## config.mk

```make
export PLATFORM = sky130hd
export DESIGN_NAME = gblc_reg_bank
export DESIGN_NICKNAME = d
export VERILOG_FILES = /design/src/hdl/gblc_sink_gate.v /design/src/hdl/gblc_reg_bank.v
export VERILOG_INCLUDE_DIRS = /design/src /design/src/hdl
export SDC_FILE = /design/constraint.sdc
export NUM_CORES = 1
export LEC_CHECK = 0
export ABC_AREA = 1
export BUFFER_PORTS_ARGS = -buffer_cell sky130_fd_sc_hd__buf_2
export CAP_MARGIN = 20
export CELL_PAD_IN_SITES_DETAIL_PLACEMENT = 1
export CELL_PAD_IN_SITES_GLOBAL_PLACEMENT = 1
export CORE_MARGIN = 4
export CORE_UTILIZATION = 31
export CTS_BUF_LIST = sky130_fd_sc_hd__clkbuf_16
export DETAILED_ROUTE_END_ITERATION = 10
export PLACE_DENSITY_LB_ADDON = 0.1
export SLEW_MARGIN = 15
export SYNTH_ARGS = -nofsm -noshare
export SYNTH_HDL_FRONTEND = slang
export SYNTH_SLANG_ARGS = --single-unit
export TNS_END_PERCENT = 20
```

## constraint.sdc

```tcl
create_clock -name clk -period 1.3 [get_ports clk]
set_input_delay 0 -clock clk [delete_from_list [all_inputs] [get_ports clk]]
set_output_delay 0 -clock clk [all_outputs]
set_load 0.1 [all_outputs]
```

## src/hdl/gblc_regs.vh

```
// Register map, field positions and reset values of the gauge/boost/LED
// control bank. Included by the register bank and the testbench; definitions only.
`ifndef GBLC_REGS_VH
`define GBLC_REGS_VH

// ==========================================================================
// Register indices (byte address is four times the index)
`define GBLC_IDX_GAUGE_CTRL      8'h24
`define GBLC_IDX_CHARGE_CLEAR    8'h25
`define GBLC_IDX_SINK_ENABLES    8'h26
`define GBLC_IDX_BOOST_CFG       8'h27
`define GBLC_IDX_GROUP_ASSIGN    8'h2D
`define GBLC_IDX_OUTPUT_STATUS   8'h2E

// ==========================================================================
// Decoded register selects
`define GBLC_SEL_NONE            3'h0
`define GBLC_SEL_GAUGE_CTRL      3'h1
`define GBLC_SEL_CHARGE_CLEAR    3'h2
`define GBLC_SEL_SINK_ENABLES    3'h3
`define GBLC_SEL_BOOST_CFG       3'h4
`define GBLC_SEL_GROUP_ASSIGN    3'h5
`define GBLC_SEL_OUTPUT_STATUS   3'h6

// ==========================================================================
// Gauge control fields
`define GBLC_GAUGE_EN_BIT        0
`define GBLC_SLEEP_MODE_BIT      1
`define GBLC_SLEEP_TIME_BIT      2
`define GBLC_GAUGE_MASK          8'h07
`define GBLC_GAUGE_RESET         8'h00

// Charge-state clear field (write-only)
`define GBLC_CLEAR_BIT           7

// Boost and sink enable fields
`define GBLC_BL_ON_BIT           0
`define GBLC_SINK_LSB            1
`define GBLC_SINK_MSB            4
`define GBLC_BOOST_ON_BIT        5
`define GBLC_ENABLES_MASK        8'h3F
`define GBLC_ENABLES_RESET       8'h00

// Boost configuration fields
`define GBLC_IPK_BIT             0
`define GBLC_OVP_LSB             2
`define GBLC_OVP_MSB             3
`define GBLC_FADE_BIT            5
`define GBLC_BIAS_BIT            6
`define GBLC_STANDALONE_BIT      7
`define GBLC_BOOST_MASK          8'hED
`define GBLC_BOOST_RESET         8'h00

// Group assignment: bits 3..0 place channels 5..2 in the grouped backlight
`define GBLC_ASSIGN_MASK         8'h0F
`define GBLC_ASSIGN_RESET        8'h00

// ==========================================================================
// AXI response codes
`define GBLC_RESP_OKAY           2'h0
`define GBLC_RESP_SLVERR         2'h2

`endif

```

## src/hdl/gblc_sink_gate.v

```verilog
// Per-channel gating of the individual current sink enables.
// Assumes enables and assignments come from registers on the same clock.
`timescale 1ns/10ps

module gblc_sink_gate #(
	parameter CHANNELS = 4
) (
	// Clock and reset
	input  wire                clk,
	input  wire                rst_b,
	// Software settings
	input  wire [CHANNELS-1:0] individualOn,
	input  wire [CHANNELS-1:0] groupAssign,
	// Effective sink enables
	output wire [CHANNELS-1:0] sinkOn
);

	// ======================================================================
	// Gating, one flop per channel
	genvar ch;
	generate
		for (ch = 0; ch < CHANNELS; ch = ch + 1) begin : gChan
			reg sinkOn_r;
			// A grouped channel follows the backlight, so its own enable is ignored
			always @(posedge clk or negedge rst_b) begin
				if (!rst_b) begin
					sinkOn_r <= 1'b0;
				end else begin
					sinkOn_r <= individualOn[ch] & ~groupAssign[ch];
				end
			end
			assign sinkOn[ch] = sinkOn_r;
		end
	endgenerate

endmodule

```

## src/hdl/gblc_reg_bank.v

```verilog
// Control register bank for the fuel gauge, boost regulator and LED sinks,
// reached over AXI4-Lite with one 32-bit word per 8-bit register.
// Assumes a single clock domain; outputs feed analogue control logic.
//
// Register access over AXI4-Lite was left to the implementer.
`timescale 1ns/10ps
`include "gblc_regs.vh"

// Overview of operation
// - Gauge control bit 2 picks sleep update interval: 0 five, 1 twenty minutes.
// - Gauge control bit 1 enables gauge sleep mode; read/write, resets zero.
// - Gauge control bit 0 enables the fuel gauge; resets zero.
// - Writing 1 to clear bit 7 resets charge-state and voltage readings.
// - Enable bit 5 turns boost output on, only in standalone mode.
// - Enable bits 4..1 turn on sinks 5..2, ignored when channel grouped.
// - Enable bit 0 turns grouped backlight on; resets zero.
// - Boost config bit 7 selects standalone (1) or LED mode (0).
// - Boost config bit 6 picks bias target, only in LED mode.
// - Boost config bit 5 enables fade-in/fade-out override; resets zero.
// - Boost config bits 3:2 select overvoltage threshold; reset 00.
// - Boost config bit 0 selects peak current limit; 0 is 600 mA.
// - Per-channel assignment bit puts channels 2..5 in grouped backlight.
module gblc_reg_bank #(
	parameter ADDR_W = 12
) (
	// Clock and reset
	input  wire              clk,
	input  wire              rst_b,
	// AXI4-Lite write address channel
	input  wire              s_axi_awvalid,
	output wire              s_axi_awready,
	input  wire [ADDR_W-1:0] s_axi_awaddr,
	input  wire [2:0]        s_axi_awprot,
	// AXI4-Lite write data channel
	input  wire              s_axi_wvalid,
	output wire              s_axi_wready,
	input  wire [31:0]       s_axi_wdata,
	input  wire [3:0]        s_axi_wstrb,
	// AXI4-Lite write response channel
	output wire              s_axi_bvalid,
	input  wire              s_axi_bready,
	output wire [1:0]        s_axi_bresp,
	// AXI4-Lite read address channel
	input  wire              s_axi_arvalid,
	output wire              s_axi_arready,
	input  wire [ADDR_W-1:0] s_axi_araddr,
	input  wire [2:0]        s_axi_arprot,
	// AXI4-Lite read data channel
	output wire              s_axi_rvalid,
	input  wire              s_axi_rready,
	output wire [31:0]       s_axi_rdata,
	output wire [1:0]        s_axi_rresp,
	// Fuel gauge controls
	output wire              gaugeEnable,
	output wire              gaugeSleepMode,
	output wire              sleepLongInterval,
	output wire              readingsClear,
	// Boost regulator controls
	output wire              boostStandalone,
	output wire              boostOutputOn,
	output wire              biasBacklightOnly,
	output wire              fadeOverride,
	output wire [1:0]        overvoltageThreshold,
	output wire              peakCurrentLow,
	// LED sink controls
	output wire              groupedBacklightOn,
	output wire [3:0]        sinkGroupAssign,
	output wire [3:0]        sinkIndividualOn
);

	// ======================================================================
	// Address decode, shared by the write and read paths
	function [2:0] decodeSel;
		input [ADDR_W-1:0] addr;
		begin
			decodeSel = `GBLC_SEL_NONE;
			if (addr[ADDR_W-1:10] == {(ADDR_W-10){1'b0}}) begin
				case (addr[9:2])
					`GBLC_IDX_GAUGE_CTRL:    decodeSel = `GBLC_SEL_GAUGE_CTRL;
					`GBLC_IDX_CHARGE_CLEAR:  decodeSel = `GBLC_SEL_CHARGE_CLEAR;
					`GBLC_IDX_SINK_ENABLES:  decodeSel = `GBLC_SEL_SINK_ENABLES;
					`GBLC_IDX_BOOST_CFG:     decodeSel = `GBLC_SEL_BOOST_CFG;
					`GBLC_IDX_GROUP_ASSIGN:  decodeSel = `GBLC_SEL_GROUP_ASSIGN;
					`GBLC_IDX_OUTPUT_STATUS: decodeSel = `GBLC_SEL_OUTPUT_STATUS;
					default:                 decodeSel = `GBLC_SEL_NONE;
				endcase
			end
		end
	endfunction

	// ======================================================================
	// Storage
	reg  [7:0]        gaugeCtrl_r;
	reg  [7:0]        sinkEnables_r;
	reg  [7:0]        boostCfg_r;
	reg  [7:0]        groupAssign_r;
	reg               readingsClear_r;

	// Write channel holding registers
	reg               awHeld_r;
	reg  [ADDR_W-1:0] awAddr_r;
	reg               wHeld_r;
	reg  [7:0]        wData_r;
	reg               wLane0_r;
	reg               bValid_r;
	reg  [1:0]        bResp_r;

	// Read channel registers
	reg               rValid_r;
	reg  [31:0]       rData_r;
	reg  [1:0]        rResp_r;

	// Registered effective controls
	reg               boostOutputOn_r;
	reg               biasBacklightOnly_r;

	wire [2:0]        wrSel;
	wire [2:0]        rdSel;
	wire              wrFire;
	wire              wrLive;
	wire              rdFire;
	wire [3:0]        sinkOn;
	reg  [7:0]        rdByte;

	// ======================================================================
	// Write address and data are caught independently, in either order
	assign s_axi_awready = ~awHeld_r & ~bValid_r;
	assign s_axi_wready  = ~wHeld_r & ~bValid_r;
	assign wrFire        = awHeld_r & wHeld_r & ~bValid_r;
	assign wrSel         = decodeSel(awAddr_r);
	// Only byte lane 0 carries register data
	assign wrLive        = wrFire & wLane0_r;

	always @(posedge clk or negedge rst_b) begin
		if (!rst_b) begin
			awHeld_r <= 1'b0;
			awAddr_r <= {ADDR_W{1'b0}};
			wHeld_r  <= 1'b0;
			wData_r  <= 8'h00;
			wLane0_r <= 1'b0;
		end else begin
			if (s_axi_awvalid && s_axi_awready) begin
				awHeld_r <= 1'b1;
				awAddr_r <= s_axi_awaddr;
			end else if (wrFire) begin
				awHeld_r <= 1'b0;
			end
			if (s_axi_wvalid && s_axi_wready) begin
				wHeld_r  <= 1'b1;
				wData_r  <= s_axi_wdata[7:0];
				wLane0_r <= s_axi_wstrb[0];
			end else if (wrFire) begin
				wHeld_r <= 1'b0;
			end
		end
	end

	// Write response; unmapped addresses answer SLVERR and store nothing
	always @(posedge clk or negedge rst_b) begin
		if (!rst_b) begin
			bValid_r <= 1'b0;
			bResp_r  <= `GBLC_RESP_OKAY;
		end else begin
			if (wrFire) begin
				bValid_r <= 1'b1;
				bResp_r  <= (wrSel == `GBLC_SEL_NONE) ? `GBLC_RESP_SLVERR : `GBLC_RESP_OKAY;
			end else if (s_axi_bready) begin
				bValid_r <= 1'b0;
			end
		end
	end

	// Response outputs straight from their flops
	// A new write waits until this answer is taken, so one write at a time
	assign s_axi_bvalid = bValid_r;
	assign s_axi_bresp  = bResp_r;

	// ======================================================================
	// Register updates; masks drop unused bits so they read back zero
	always @(posedge clk or negedge rst_b) begin
		if (!rst_b) begin
			gaugeCtrl_r   <= `GBLC_GAUGE_RESET;
			sinkEnables_r <= `GBLC_ENABLES_RESET;
			boostCfg_r    <= `GBLC_BOOST_RESET;
			groupAssign_r <= `GBLC_ASSIGN_RESET;
		end else if (wrLive) begin
			case (wrSel)
				`GBLC_SEL_GAUGE_CTRL: begin
					gaugeCtrl_r <= wData_r & `GBLC_GAUGE_MASK;
				end
				`GBLC_SEL_SINK_ENABLES: begin
					sinkEnables_r <= wData_r & `GBLC_ENABLES_MASK;
				end
				`GBLC_SEL_BOOST_CFG: begin
					boostCfg_r <= wData_r & `GBLC_BOOST_MASK;
				end
				`GBLC_SEL_GROUP_ASSIGN: begin
					groupAssign_r <= wData_r & `GBLC_ASSIGN_MASK;
				end
				default: begin
					gaugeCtrl_r <= gaugeCtrl_r;
				end
			endcase
		end
	end

	// Clear strobe: one cycle, only for a write that carries a 1
	always @(posedge clk or negedge rst_b) begin
		if (!rst_b) begin
			readingsClear_r <= 1'b0;
		end else begin
			readingsClear_r <= wrLive && (wrSel == `GBLC_SEL_CHARGE_CLEAR) &&
				wData_r[`GBLC_CLEAR_BIT];
		end
	end

	// ======================================================================
	// Mode-dependent boost controls
	// Registered so the outputs never glitch while a mode change settles
	always @(posedge clk or negedge rst_b) begin
		if (!rst_b) begin
			boostOutputOn_r     <= 1'b0;
			biasBacklightOnly_r <= 1'b0;
		end else begin
			boostOutputOn_r     <= boostCfg_r[`GBLC_STANDALONE_BIT] &
				sinkEnables_r[`GBLC_BOOST_ON_BIT];
			biasBacklightOnly_r <= ~boostCfg_r[`GBLC_STANDALONE_BIT] &
				boostCfg_r[`GBLC_BIAS_BIT];
		end
	end

	// Individual sinks, gated by the group assignment
	gblc_sink_gate #(
		.CHANNELS     (4)
	) uSinkGate (
		.clk          (clk),
		.rst_b        (rst_b),
		.individualOn (sinkEnables_r[`GBLC_SINK_MSB:`GBLC_SINK_LSB]),
		.groupAssign  (groupAssign_r[3:0]),
		.sinkOn       (sinkOn)
	);

	// ======================================================================
	// Read path: one outstanding read, answered the cycle after acceptance
	assign s_axi_arready = ~rValid_r;
	assign rdFire        = s_axi_arvalid & ~rValid_r;
	assign rdSel         = decodeSel(s_axi_araddr);

	// Read data mux; the clear register always reads zero
	always @* begin
		rdByte = 8'h00;
		case (rdSel)
			`GBLC_SEL_GAUGE_CTRL:    rdByte = gaugeCtrl_r;
			`GBLC_SEL_CHARGE_CLEAR:  rdByte = 8'h00;
			`GBLC_SEL_SINK_ENABLES:  rdByte = sinkEnables_r;
			`GBLC_SEL_BOOST_CFG:     rdByte = boostCfg_r;
			`GBLC_SEL_GROUP_ASSIGN:  rdByte = groupAssign_r;
			`GBLC_SEL_OUTPUT_STATUS: rdByte = {2'h0, biasBacklightOnly_r, boostOutputOn_r,
				sinkOn};
			default:                 rdByte = 8'h00;
		endcase
	end

	always @(posedge clk or negedge rst_b) begin
		if (!rst_b) begin
			rValid_r <= 1'b0;
			rData_r  <= 32'h00000000;
			rResp_r  <= `GBLC_RESP_OKAY;
		end else begin
			if (rdFire) begin
				rValid_r <= 1'b1;
				rData_r  <= {24'h000000, rdByte};
				rResp_r  <= (rdSel == `GBLC_SEL_NONE) ? `GBLC_RESP_SLVERR : `GBLC_RESP_OKAY;
			end else if (s_axi_rready) begin
				rValid_r <= 1'b0;
			end
		end
	end

	// Read answer outputs straight from their flops
	// Upper bytes are always zero; each register is only eight bits wide
	assign s_axi_rvalid = rValid_r;
	assign s_axi_rdata  = rData_r;
	assign s_axi_rresp  = rResp_r;

	// ======================================================================
	// Control outputs
	// Plain settings come straight from storage; only gated ones lag an edge
	// Users must allow that lag before relying on the gated controls
	assign gaugeEnable          = gaugeCtrl_r[`GBLC_GAUGE_EN_BIT];
	assign gaugeSleepMode       = gaugeCtrl_r[`GBLC_SLEEP_MODE_BIT];
	assign sleepLongInterval    = gaugeCtrl_r[`GBLC_SLEEP_TIME_BIT];
	assign readingsClear        = readingsClear_r;
	assign boostStandalone      = boostCfg_r[`GBLC_STANDALONE_BIT];
	assign boostOutputOn        = boostOutputOn_r;
	assign biasBacklightOnly    = biasBacklightOnly_r;
	assign fadeOverride         = boostCfg_r[`GBLC_FADE_BIT];
	assign overvoltageThreshold = boostCfg_r[`GBLC_OVP_MSB:`GBLC_OVP_LSB];
	assign peakCurrentLow       = boostCfg_r[`GBLC_IPK_BIT];
	assign groupedBacklightOn   = sinkEnables_r[`GBLC_BL_ON_BIT];
	assign sinkGroupAssign      = groupAssign_r[3:0];
	assign sinkIndividualOn     = sinkOn;

endmodule

```

==> impl_metrics.tcl <==
set metrics [dict create \
    timing.rr.start "s_axi_bvalid$_DFFE_PN0P_" \
    grt_first_pass_wirelength_um 13600 \
    worstPathRequired_ns 1.55 \
    cp_num_cells 8 \
    synth_seq_cells 59 \
    dieWidth_um 107 \
    status "complete, but fails checks" \
    globalRoute.busiestLayer "met2" \
    worstSetupPathType "flip-flop to flip-flop" \
    antenna_left 0 \
    min_from "s_axi_wvalid" \
    drive_above_1_share_pct 41.2 \
    p_switching_mw 4.24 \
    start_util_pct 32.3 \
    row_count 35 \
    cts_buffers 9 \
    fin_tns_setup_ns -3.86 \
    min_to "wHeld_r$_DFFE_PN0P_" \
    dr.pass1.iters 4 \
    ys_types 35 \
    max_stage_delay_ns 0.49 \
    r2r-end "boostCfg_r[2]$_DFFE_PN0P_" \
    path_delay_family "simple AND/OR/NAND/NOR gates" \
    grt_pass1_vias 2779 \
    avgViaCountPerCell 4.33 \
    place_ws_ns -0.292 \
    io_buffers 70 \
    syn_to_final_growth_pct 45.0 \
    rsz0062_at_grt "yes" \
    seqPwrFrac_pct 28.2 \
    grt_start_max_net_pins 42 \
    hold_violations 0 \
    vias 2568 \
    hp-class "input pin to flip-flop" \
    setup_violations 23 \
    fin_crit_ns 1.52 \
    wl_um 8090 \
    crit_path_end_kind "flip-flop" \
    ir_worst_vdd_uv 1700 \
    clk_path_buf_depth 2 \
    skew_ns 0.00614 \
    crit_path_start "s_axi_bvalid$_DFFE_PN0P_" \
    leakagePower_nw 2.34 \
    avgSynthCellArea_um2 9.11 \
    route.detailed.drc 0 \
    gr-usage-met1_pct 18.3 \
    nNetsFinal 532 \
    fillers 1126 \
    antenna_cells 0 \
    reg2reg_slack_ns -0.22 \
    fin_ws_ns -0.220 \
    start_kind "flip-flop" \
    clockRootBuffer "clkbuf_16" \
    first_iter_violations 38 \
    syn_area_mm2 0.00303 \
    timing.fmax_mhz 658 \
    power.internal_mw 5.51 \
    synthCells 332 \
    crit_slowest_cell "dfrtp_4" \
    cp.arrival_ns 1.77 \
    clk_latency_ns 0.32 \
    slew_violations 0 \
    clk_pin_slew_ns 0.05 \
    grt-ovfl-total 0 \
    crit_buf_inv 2 \
    path_cells "nor3_4, inv_2, nor2_8, nand3_4, nor2_4, buf_12, nor2_2, a21oi_2" \
    die_area_mm2 0.0114 \
    cts_sinks 59 \
    wl_per_cell_um 13.6 \
    antenna_found_initial 0 \
    dp_hpwl_um 6160 \
    path_max_fanout 10 \
    period_share_pct 117 \
    use_met3_pct 3.73 \
    grt_usage_pct 15.3 \
    grt.met2_usage_pct 26.3 \
    max_cap_violations 0 \
    io_pins 134 \
    violations "negative setup slack" \
    ys.warnings.count 0 \
    tritoncts "built" \
    place.gp.congestion 0.764 \
    reg2regPathDepth 8 \
    whs_ns 0.0340 \
    p_comb_share_pct 43.9 \
    power_density_mw_per_mm2 2220 \
    stdcell_count 593 \
    core-area_mm2 0.00937 \
    clockPowerShare_pct 27.9 \
    hold_path_depth 3 \
    final_util_pct 46.8 \
    place_inst 553 \
    die_y_um 107 \
    seq_area_frac_synth_pct 48.8 \
    ctsHtreeMaxLevel 3 \
    netSwitchingFraction_pct 43.5 \
]
-- repair_timing --
action                                 4_1_cts  5_1_grt
gates cloned                                 0        1
endpoints found under the hold margin       66        0
pin swaps                                    8        4
hold buffers                                22        0
setup endpoints to repair                   39       40
gates resized for setup                     15        4
setup buffers                                2        0
-- final cells by class --
class	count	area, um^2	share of cell area, %
clock buffer	9	225	5.13
tap	129	161	3.68
sequential	59	1480	33.8
clock inverter	7	115	2.62
multi-input combinational	228	1350	30.7
timing repair buffer	126	918	20.9
inverter	35	138	3.14
-- cells by family after synthesis --
kind of cell    count (synthesis)  synth area share [%]
other cells                     1                 0.124
mux                            10                  3.72
buf+inv                        71                  13.1
compound gates                 41                  7.90
flops                          59                  48.8
simple gates                  150                  26.4
-- through the flow --
step / area [um^2] / power [mW]
after detailed placement: 3740 / 6.90
after CTS: 4360 / 9.85
after global placement: 3740 / 6.82
final: 4390 / 9.75
after floorplan: 3180 / 5.71
after global routing: 4390 / 10.2
-- layer usage --
metal,part of all wire (%),wire length [um]
met1,43,3490
met2,51,4100
met3,4.9,396
met4,1.3,107
met5,0,0
-- synthesized netlist by cell type --
cell type | instances | area share [%]
nor4_1 | 1 | 0.21
nand3_2 | 4 | 1.3
buf_6 | 1 | 0.37
nand2_2 | 8 | 1.7
nand4_2 | 1 | 0.41
a22oi_1 | 1 | 0.25
o21ai_1 | 9 | 1.5
nor3_4 | 1 | 0.54
nor2_4 | 5 | 1.9
buf_2 | 1 | 0.17
inv_2 | 8 | 0.99
o21ai_2 | 3 | 0.87
nand2_1 | 70 | 8.7
o21bai_1 | 2 | 0.50
nand3_1 | 22 | 3.6
nand3_4 | 1 | 0.58
nor2_8 | 2 | 1.3
o21ai_0 | 11 | 1.8
inv_1 | 27 | 3.3
nor2_1 | 23 | 2.9
nand2_4 | 1 | 0.37
a21oi_1 | 10 | 1.7
nor3_2 | 1 | 0.33
nand4_1 | 5 | 1.0
o31ai_1 | 2 | 0.50
conb_1 | 1 | 0.12
nand4_4 | 1 | 0.70
a21o_1 | 1 | 0.25
dfrtp_1 | 59 | 49
buf_4 | 32 | 7.9
clkbuf_1 | 2 | 0.25
and2b_1 | 1 | 0.25
nor2_2 | 3 | 0.62
mux2_2 | 10 | 3.7
a21oi_2 | 2 | 0.58
-- worst register-to-register path, cell delays in order (launching register included) --
cell     delay, ns
dfrtp_4       0.49
nor3_4        0.21
inv_2         0.09
nor2_8        0.16
nand3_4       0.11
nor2_4        0.12
buf_12        0.14
nor2_2        0.04
a21oi_2       0.09
-- cells in the final DEF, fill, tap and decap left out, types with 4 or more instances in the layout --
| master | synthesis | layout |
|---|---|---|
| a21oi_1 | 10 | 9 |
| inv_2 | 8 | 9 |
| buf_4 | 32 | 30 |
| nand3_2 | 4 | 4 |
| dfrtp_1 | 59 | 57 |
| nor2_2 | 3 | 5 |
| dlygate4sd3_1 | 0 | 22 |
| conb_1 | 1 | 26 |
| nor2_1 | 23 | 19 |
| nand2_2 | 8 | 13 |
| nor2_4 | 5 | 7 |
| clkbuf_16 | 0 | 9 |
| nand4_1 | 5 | 5 |
| nand3_1 | 22 | 21 |
| buf_12 | 0 | 6 |
| o21ai_1 | 9 | 10 |
| o21ai_0 | 11 | 10 |
| nand2_1 | 70 | 62 |
| buf_2 | 1 | 66 |
| mux2_2 | 10 | 10 |
| nand2_4 | 1 | 4 |
| inv_1 | 27 | 24 |
-- flip-flops by register name (all words and copies together) (netlist names), 3 cells and up --
| name | cells |
|---|---|
| awAddr_r | 10 |
| s_axi_rdata | 8 |
| wData_r | 8 |
| boostCfg_r | 6 |
| sinkEnables_r | 6 |
| groupAssign_r | 4 |
| uSinkGate.gChan.sinkOn_r | 4 |
| gaugeCtrl_r | 3 |
-- power groups by stage --
| stage | Sequential (mW) | Combinational [mW] | Clock (mW) |
|---|---|---|---|
| global route | 2.82 | 4.54 | 2.88 |
| global placement | 2.76 | 4.06 | 0 |
| detailed placement | 2.77 | 4.13 | 0 |
| finish | 2.75 | 4.28 | 2.72 |
| floorplan | 3.55 | 2.16 | 0 |
| CTS | 2.76 | 4.28 | 2.81 |
-- how the worst max path moves through the flow --
stage | to | slack, ns
6_report | boostCfg_r[2]$_DFFE_PN0P_ | -0.22
5_1_grt | sinkEnables_r[3]$_DFFE_PN0P_ | -0.36
4_1_cts | groupAssign_r[3]$_DFFE_PN0P_ | -0.22
3_5_place_dp | gaugeCtrl_r[1]$_DFFE_PN0P_ | -0.29
3_3_place_gp | readingsClear$_DFF_PN0_ | -0.25
2_1_floorplan | awAddr_r[8]$_DFFE_PN0P_ | -0.60
(Power assumes the default switching activity.)
